### src/rtl/rtc_flag_pkg.sv
/*
 * constants and carriers for the rtc carry/alarm flag register.
 * assumes a single 40 MHz clock domain and a plain strobe register port.
 */
package rtc_flag_pkg;

    // ------------------------------------------------------------
    // register map
    // ------------------------------------------------------------
    localparam int unsigned ADDR_W          = 4;
    localparam logic [3:0]  RTC_FLAG_CONTROL_OFS = 4'h0;
    localparam logic [7:0]  RTC_FLAG_CONTROL_RST = 8'h00;
    localparam logic [7:0]  UNMAPPED_READ   = 8'h00;

    // ------------------------------------------------------------
    // field positions of rtc_flag_control
    // ------------------------------------------------------------
    localparam int unsigned CARRY_FLAG_BIT       = 7;
    localparam int unsigned CARRY_IRQ_ENABLE_BIT = 4;
    localparam int unsigned ALARM_IRQ_ENABLE_BIT = 3;
    localparam int unsigned ALARM_MATCH_FLAG_BIT = 0;
    localparam logic [7:0]  RESERVED_MASK        = 8'h66;

    // ------------------------------------------------------------
    // alarm field layout: bit 7 is the compare enable
    // ------------------------------------------------------------
    localparam int unsigned FIELD_ENABLE_BIT = 7;

    // ------------------------------------------------------------
    // carriers
    // ------------------------------------------------------------
    typedef struct packed {
        logic [7:0]  seconds;
        logic [7:0]  minutes;
        logic [7:0]  hours;
        logic [7:0]  weekday;
        logic [7:0]  date;
        logic [7:0]  month;
        logic [15:0] year;
    } clock_time_t;

    typedef struct packed {
        logic [7:0]  seconds;
        logic [7:0]  minutes;
        logic [7:0]  hours;
        logic [7:0]  weekday;
        logic [7:0]  date;
        logic [7:0]  month;
        logic [15:0] year;
        logic        yearAlarmEnable;
    } alarm_set_t;

    typedef struct packed {
        logic [ADDR_W-1:0] addr;
        logic [7:0]        wdata;
        logic              write;
        logic              read;
    } reg_req_t;

endpackage : rtc_flag_pkg

### src/rtl/rtc_carry_alarm_flags.sv
/*
 * flag and interrupt-enable register of the rtc: carry flag, alarm
 * flag and their two interrupt enables, with the alarm comparator.
 * assumes the counter block pulses counterReadCarry for one cycle when
 * a subsecond or seconds counter read coincides with a carry, and that
 * time and alarm inputs are synchronous to sys_clk.
 */
// Functional notes
// - an 8-bit flag/control register is cleared to zero by every reset.
// - standby does not touch any bit of the register.
// - a counter read during a carry sets the carry flag in bit 7.
// - writing 0 clears the carry flag and writing 1 sets it.
// - bits 6, 5, 2 and 1 read as zero and should be written as zero.
// - carry interrupt is requested only when bit 7 and bit 4 are both 1.
// - alarm interrupt is requested only when bit 0 and bit 3 are both 1.
// - the alarm flag sets when all enabled alarm fields match the time.
// - writing 0 clears the alarm flag and writing 1 leaves it alone.
// - each field compares only when its enable (or year enable) is 1.
`timescale 1ns/10ps
`default_nettype none

module rtc_carry_alarm_flags (
    // clock and reset
    input  wire logic                     sys_clk,
    input  wire logic                     nrst,
    // register port
    input  wire rtc_flag_pkg::reg_req_t   regReq,
    output var  logic [7:0]               regRdata,
    // counter block
    input  wire logic                     counterReadCarry,
    input  wire rtc_flag_pkg::clock_time_t clockTime,
    // alarm settings
    input  wire rtc_flag_pkg::alarm_set_t alarmSet,
    // interrupt requests
    output var  logic                     carryIrq,
    output var  logic                     alarmIrq
);

    // ------------------------------------------------------------
    // alarm comparison
    // ------------------------------------------------------------
    function automatic logic fieldHit(input logic [7:0] alarm,
                                      input logic [7:0] count);
        fieldHit = !alarm[rtc_flag_pkg::FIELD_ENABLE_BIT] ||
                   (alarm[6:0] == count[6:0]);
    endfunction : fieldHit

    logic anyEnabled;
    logic matchNow;
    logic matchPrev_reg;
    logic matchRise;

    assign anyEnabled = alarmSet.seconds[7] | alarmSet.minutes[7] |
                        alarmSet.hours[7]   | alarmSet.weekday[7] |
                        alarmSet.date[7]    | alarmSet.month[7]   |
                        alarmSet.yearAlarmEnable;

    // disabled fields always hit; nothing enabled means no alarm
    assign matchNow = anyEnabled                                        &&
        fieldHit(alarmSet.seconds, clockTime.seconds)                    &&
        fieldHit(alarmSet.minutes, clockTime.minutes)                    &&
        fieldHit(alarmSet.hours,   clockTime.hours)                      &&
        fieldHit(alarmSet.weekday, clockTime.weekday)                    &&
        fieldHit(alarmSet.date,    clockTime.date)                       &&
        fieldHit(alarmSet.month,   clockTime.month)                      &&
        (!alarmSet.yearAlarmEnable ||
         (alarmSet.year == clockTime.year));

    // the flag sets once per match so software can clear it mid-match
    assign matchRise = matchNow && !matchPrev_reg;

    always_ff @(posedge sys_clk or negedge nrst) begin
        if (!nrst) begin
            matchPrev_reg <= 1'b0;
        end else begin
            matchPrev_reg <= matchNow;
        end
    end

    // ------------------------------------------------------------
    // register fields
    // ------------------------------------------------------------
    logic hit;
    logic wrCtl;
    logic carryFlag_reg;
    logic carryFlag_next;
    logic carryIe_reg;
    logic alarmIe_reg;
    logic alarmFlag_reg;
    logic alarmFlag_next;

    assign hit   = regReq.addr == rtc_flag_pkg::RTC_FLAG_CONTROL_OFS;
    assign wrCtl = regReq.write && hit;

    // hardware set wins over a write of zero
    always_comb begin
        carryFlag_next = carryFlag_reg;
        if (wrCtl) begin
            carryFlag_next =
                regReq.wdata[rtc_flag_pkg::CARRY_FLAG_BIT];
        end
        if (counterReadCarry) begin
            carryFlag_next = 1'b1;
        end
    end

    always_comb begin
        alarmFlag_next = alarmFlag_reg;
        if (wrCtl &&
            !regReq.wdata[rtc_flag_pkg::ALARM_MATCH_FLAG_BIT]) begin
            alarmFlag_next = 1'b0;
        end
        if (matchRise) begin
            alarmFlag_next = 1'b1;
        end
    end

    // no standby input: the register simply holds its contents
    always_ff @(posedge sys_clk or negedge nrst) begin
        if (!nrst) begin
            carryFlag_reg <= rtc_flag_pkg::RTC_FLAG_CONTROL_RST[
                rtc_flag_pkg::CARRY_FLAG_BIT];
            alarmFlag_reg <= rtc_flag_pkg::RTC_FLAG_CONTROL_RST[
                rtc_flag_pkg::ALARM_MATCH_FLAG_BIT];
        end else begin
            carryFlag_reg <= carryFlag_next;
            alarmFlag_reg <= alarmFlag_next;
        end
    end

    always_ff @(posedge sys_clk or negedge nrst) begin
        if (!nrst) begin
            carryIe_reg <= rtc_flag_pkg::RTC_FLAG_CONTROL_RST[
                rtc_flag_pkg::CARRY_IRQ_ENABLE_BIT];
            alarmIe_reg <= rtc_flag_pkg::RTC_FLAG_CONTROL_RST[
                rtc_flag_pkg::ALARM_IRQ_ENABLE_BIT];
        end else if (wrCtl) begin
            carryIe_reg <=
                regReq.wdata[rtc_flag_pkg::CARRY_IRQ_ENABLE_BIT];
            alarmIe_reg <=
                regReq.wdata[rtc_flag_pkg::ALARM_IRQ_ENABLE_BIT];
        end
    end

    // ------------------------------------------------------------
    // read data and interrupt requests
    // ------------------------------------------------------------
    logic [7:0] ctlView;

    always_comb begin
        ctlView = 8'h00;
        ctlView[rtc_flag_pkg::CARRY_FLAG_BIT]       = carryFlag_reg;
        ctlView[rtc_flag_pkg::CARRY_IRQ_ENABLE_BIT] = carryIe_reg;
        ctlView[rtc_flag_pkg::ALARM_IRQ_ENABLE_BIT] = alarmIe_reg;
        ctlView[rtc_flag_pkg::ALARM_MATCH_FLAG_BIT] = alarmFlag_reg;
    end

    always_ff @(posedge sys_clk or negedge nrst) begin
        if (!nrst) begin
            regRdata <= 8'h00;
        end else if (regReq.read) begin
            regRdata <= hit ? ctlView : rtc_flag_pkg::UNMAPPED_READ;
        end else begin
            regRdata <= 8'h00;
        end
    end

    // requests follow the next flag/enable values so they track the
    // register cycle for cycle
    always_ff @(posedge sys_clk or negedge nrst) begin
        if (!nrst) begin
            carryIrq <= 1'b0;
            alarmIrq <= 1'b0;
        end else begin
            carryIrq <= carryFlag_next &&
                (wrCtl ? regReq.wdata[rtc_flag_pkg::CARRY_IRQ_ENABLE_BIT]
                       : carryIe_reg);
            alarmIrq <= alarmFlag_next &&
                (wrCtl ? regReq.wdata[rtc_flag_pkg::ALARM_IRQ_ENABLE_BIT]
                       : alarmIe_reg);
        end
    end

    // ------------------------------------------------------------
    // assertions
    // ------------------------------------------------------------
    property p_reserved_zero;
        @(posedge sys_clk) disable iff (!nrst)
        (regRdata & rtc_flag_pkg::RESERVED_MASK) == 8'h00;
    endproperty
    a_reserved_zero: assert property (p_reserved_zero)
        else $error("reserved bits read as non-zero");

    property p_carry_set;
        @(posedge sys_clk) disable iff (!nrst)
        counterReadCarry |=> carryFlag_reg ##0 carryIrq == carryIe_reg;
    endproperty
    a_carry_set: assert property (p_carry_set)
        else $error("carry flag not set by carry read");

    property p_carry_write;
        @(posedge sys_clk) disable iff (!nrst)
        wrCtl && !counterReadCarry |=>
            carryFlag_reg == $past(regReq.wdata[7]);
    endproperty
    a_carry_write: assert property (p_carry_write)
        else $error("carry flag does not follow written value");

    property p_alarm_write_one;
        @(posedge sys_clk) disable iff (!nrst)
        wrCtl && regReq.wdata[0] && !matchRise |=> $stable(alarmFlag_reg);
    endproperty
    a_alarm_write_one: assert property (p_alarm_write_one)
        else $error("writing one changed the alarm flag");

    property p_alarm_clear;
        @(posedge sys_clk) disable iff (!nrst)
        wrCtl && !regReq.wdata[0] && !matchRise |=> !alarmFlag_reg;
    endproperty
    a_alarm_clear: assert property (p_alarm_clear)
        else $error("writing zero did not clear the alarm flag");

    property p_alarm_cause;
        @(posedge sys_clk) disable iff (!nrst)
        $rose(alarmFlag_reg) |-> $past(matchNow) && !$past(matchPrev_reg);
    endproperty
    a_alarm_cause: assert property (p_alarm_cause)
        else $error("alarm flag set without a new match");

    property p_alarm_set;
        @(posedge sys_clk) disable iff (!nrst)
        matchRise |=> alarmFlag_reg;
    endproperty
    a_alarm_set: assert property (p_alarm_set)
        else $error("alarm match did not set the flag");

    property p_carry_irq;
        @(posedge sys_clk) disable iff (!nrst)
        carryIrq == (carryFlag_reg && carryIe_reg);
    endproperty
    a_carry_irq: assert property (p_carry_irq)
        else $error("carry request disagrees with flag and enable");

    property p_alarm_irq;
        @(posedge sys_clk) disable iff (!nrst)
        alarmIrq == (alarmFlag_reg && alarmIe_reg);
    endproperty
    a_alarm_irq: assert property (p_alarm_irq)
        else $error("alarm request disagrees with flag and enable");

    property p_readback;
        @(posedge sys_clk) disable iff (!nrst)
        regReq.read && hit && !wrCtl |=> regRdata == $past(ctlView);
    endproperty
    a_readback: assert property (p_readback)
        else $error("read data does not show the register");

    c_carry_irq: cover property (@(posedge sys_clk) disable iff (!nrst)
        counterReadCarry && carryIe_reg ##1 carryIrq);
    c_alarm_irq: cover property (@(posedge sys_clk) disable iff (!nrst)
        matchRise && alarmIe_reg ##1 alarmIrq);
    c_alarm_clear: cover property (@(posedge sys_clk) disable iff (!nrst)
        alarmFlag_reg && wrCtl && !regReq.wdata[0] ##1 !alarmFlag_reg);
    c_set_beats_clear: cover property (@(posedge sys_clk)
        disable iff (!nrst) counterReadCarry && wrCtl && !regReq.wdata[7]);

endmodule : rtc_carry_alarm_flags

`default_nettype wire

### config.mk
export PLATFORM = sky130hd
export DESIGN_NAME = rtc_carry_alarm_flags
export DESIGN_NICKNAME = d
export VERILOG_FILES = /design/src/rtl/rtc_flag_pkg.sv /design/src/rtl/rtc_carry_alarm_flags.sv
export SDC_FILE = /design/constraint.sdc
export NUM_CORES = 1
export LEC_CHECK = 0
export BUFFER_PORTS_ARGS = -buffer_cell sky130_fd_sc_hd__buf_2
export CORE_MARGIN = 2
export CORE_UTILIZATION = 30
export CTS_CLUSTER_DIAMETER = 120
export CTS_CLUSTER_SIZE = 20
export DETAILED_ROUTE_END_ITERATION = 10
export MAX_ROUTING_LAYER = met4
export PLACE_DENSITY_LB_ADDON = 0.1
export SKIP_CTS_REPAIR_TIMING = 1
export SLEW_MARGIN = 20
export SYNTH_ARGS = -nofsm -noshare
export SYNTH_HDL_FRONTEND = slang
export SYNTH_SLANG_ARGS = --single-unit
### constraint.sdc
create_clock -name sys_clk -period 2.52 [get_ports sys_clk]
set_input_delay 0.126 -clock sys_clk [delete_from_list [all_inputs] [get_ports sys_clk]]
set_output_delay 0.126 -clock sys_clk [all_outputs]
set_load 0.005 [all_outputs]
==> flow_summary.ini <==
[global_routing]
grt-ovfl-total = 0
track_usage = 0.1436
grt_pass1_vias = 1271
grt_pass1_wl_um = 4802
antenna_found_initial = 0
grt_max_degree = 12

[route]
wl_per_cell_um = 10.72
vias = 1335
dr.pass1.iters = 4
initialDrtViolationCount = 31
avgViaCountPerCell = 4.391
drcViolationCount = 0
routed_wl_um = 3258
ant_nets = 0

[flow_run]
drv_cap = 0

[power]
ir_drop_mv = 0.1460
p_switching_uw = 165.9
power_density_nw_per_um2 = 318.8
p_sw_frac = 0.2664
leakage_nw = 1.004
internal_power_uw = 456.8
power_frac_seq = 0.319
p_clk_frac = 0.277
pwr-share-comb = 0.404

[critical_path]
worstSetupEndpointType = register
worstPathMaxFanout = 6
crit_arrival_ns = 1.39
cp.required_ns = 2.65
start_kind = input pin
crit_type = in2reg

[cts]
ctsRootBufferMaster = clkbuf_8
cts.sinks = 11
clock_latency_ns = 0.24
cts_tree = yes
clkTransAtPathRegs_ns = 0.05
cts_made_buffers = 3
clock_path_buffers = 2
cts.htree.levels = 1

[synth]
synth_largest_area_cell = xnor2_1
synth_cells = 111
synth.avg_cell_area_um2 = 10.37
synth-seq-cells = 11
synth_ff_type = dfrtp_1
yosys_warnings = 0
ys_types = 24
synth_edf_count = 0
synth_top_area_frac = 0.3043
synthArstFlopShare = 1.000
synth_commonest_cells = xnor2_1 (40), xor2_1 (16), dfrtp_1 (11)
synth.most_common_cell = xnor2_1
yosysSeqAreaShare = 0.2391
synth_area_leaders = xnor2_1 (30%), dfrtp_1 (24%), xor2_1 (12%), nand4_1 (5.4%), o41ai_1 (3.0%)
synth.cell_area_um2 = 1151

[place]
hpwl_um = 3120
place_congestion = 0.7109
dpl_cell_area_um2 = 1898
place_inst = 299
port_buffers = 141

[sta]
rsz0062_at_grt = false
hold_viol = 0
holdWs_ns = 0.1011
drv_slew = 0
min_period_ns = 1.260
final_min_period_over_clock_period = 0.5000
fmax_ghz = 0.7937
setup_tns_ns = 0
setup_viol = 0
worst_clock_skew_ns = 0.0007605

[cells_and_area]
fin_area_um2 = 1953
antenna_cells = 0
largest_reg_flops = 4
final_cells = 304
drive_gt1_frac = 0.5977
regMostFlops = regRdata
areaGrowthSynthToFinish_pct = 69.67
fin_nets = 403

[status]
status = finished clean

[die]
die_area_um2 = 4349
core_area_um2 = 3689
fp.dieH_um = 65.95
chipWidth_um = 65.95
initial_core_util = 0.3121
rows = 22
design.portCount = 156

[min_path]
worstHoldPathType = in2reg
==> layer usage <==
metal,routed length [um],GRT usage,part of all wire
met1,1122,0.1451,0.34
met2,1805,0.2753,0.55
met4,58,0.05357,0.018
met5,0,-,0
met3,272,0.02385,0.083
==> layout by cell type, fill, tap and decap left out, types with 2 or more instances in the layout <==
master / n
and2_1: 2
and3_1: 5
buf_2: 141
clkbuf_8: 3
conb_1: 4
dfrtp_1: 11
mux2_1: 2
nand4_1: 10
nor4_2: 2
o41ai_1: 4
xnor2_1: 40
xor2_1: 16
xor2_2: 2
==> logic make-up (layout without fill, tap and decap cells) <==
| family | count (synthesis) | in the layout | share of synthesized area |
|---|---|---|---|
| simple gates | 24 | 24 | 0.1478 |
| other cells | 1 | 4 | 0.003258 |
| xor+xnor | 58 | 58 | 0.4543 |
| buf+inv | 4 | 146 | 0.02609 |
| flops | 11 | 11 | 0.2391 |
| mux | 2 | 2 | 0.01956 |
| compound gates | 11 | 11 | 0.1098 |
==> stage by stage <==
stage / setup WS (ns) / total power [mW] / utilization
floorplan: 1.223 / 0.3170 / -
global placement: 0.9938 / 0.4529 / 0.5146
detailed placement: 0.9737 / 0.4561 / 0.5146
CTS: 1.216 / 0.6312 / 0.5268
global route: 1.064 / 0.6636 / 0.5295
finish: 1.260 / 0.6227 / 0.5295
==> critical path, cell delays in order <==
cell     delay (ns)
buf_2          0.10
nor4_2         0.44
nand2_1        0.20
o21ai_0        0.25
o31ai_2        0.11
and2_1         0.17
==> path summary, 6_finish.rpt <==
check                                              from                 endpoint  slack [ns]  depth (start not counted)
worst max-delay path                         regReq[11]       alarmIrq$_DFF_PN0_        1.26                          6
worst min-delay path                   counterReadCarry  carryFlag_reg$_DFF_PN0_        0.10                          2
worst max register to register    alarmIe_reg$_DFF_PN0_       alarmIrq$_DFF_PN0_        1.59                          2
worst min register to register  matchPrev_reg$_DFF_PN0_  alarmFlag_reg$_DFF_PN0_        0.45                          1
max in group asynchronous                          nrst       carryIrq$_DFF_PN0_        2.04                          2
min in group asynchronous                          nrst    regRdata[4]$_DFF_PN0_        0.28                          2
==> layout make-up <==
class / instances / area [um^2]
Clock buffer: 4 / 45.04
Tap cell: 48 / 60.06
Fill cell: 372 / 1735
Multi-Input combinational cell: 99 / 857.1
Timing Repair Buffer: 142 / 715.7
Sequential cell: 11 / 275.3
==> power by group through the flow <==
stage                     logic [mW]  clock network, mW  registers [mW]
final                          0.251              0.173           0.199
after global routing           0.280              0.184           0.200
after CTS                      0.255              0.177           0.199
after detailed placement       0.254                  0           0.202
after global placement         0.251                  0           0.202
after floorplan                0.115                  0           0.202
Power figures use the tool's default switching activity.
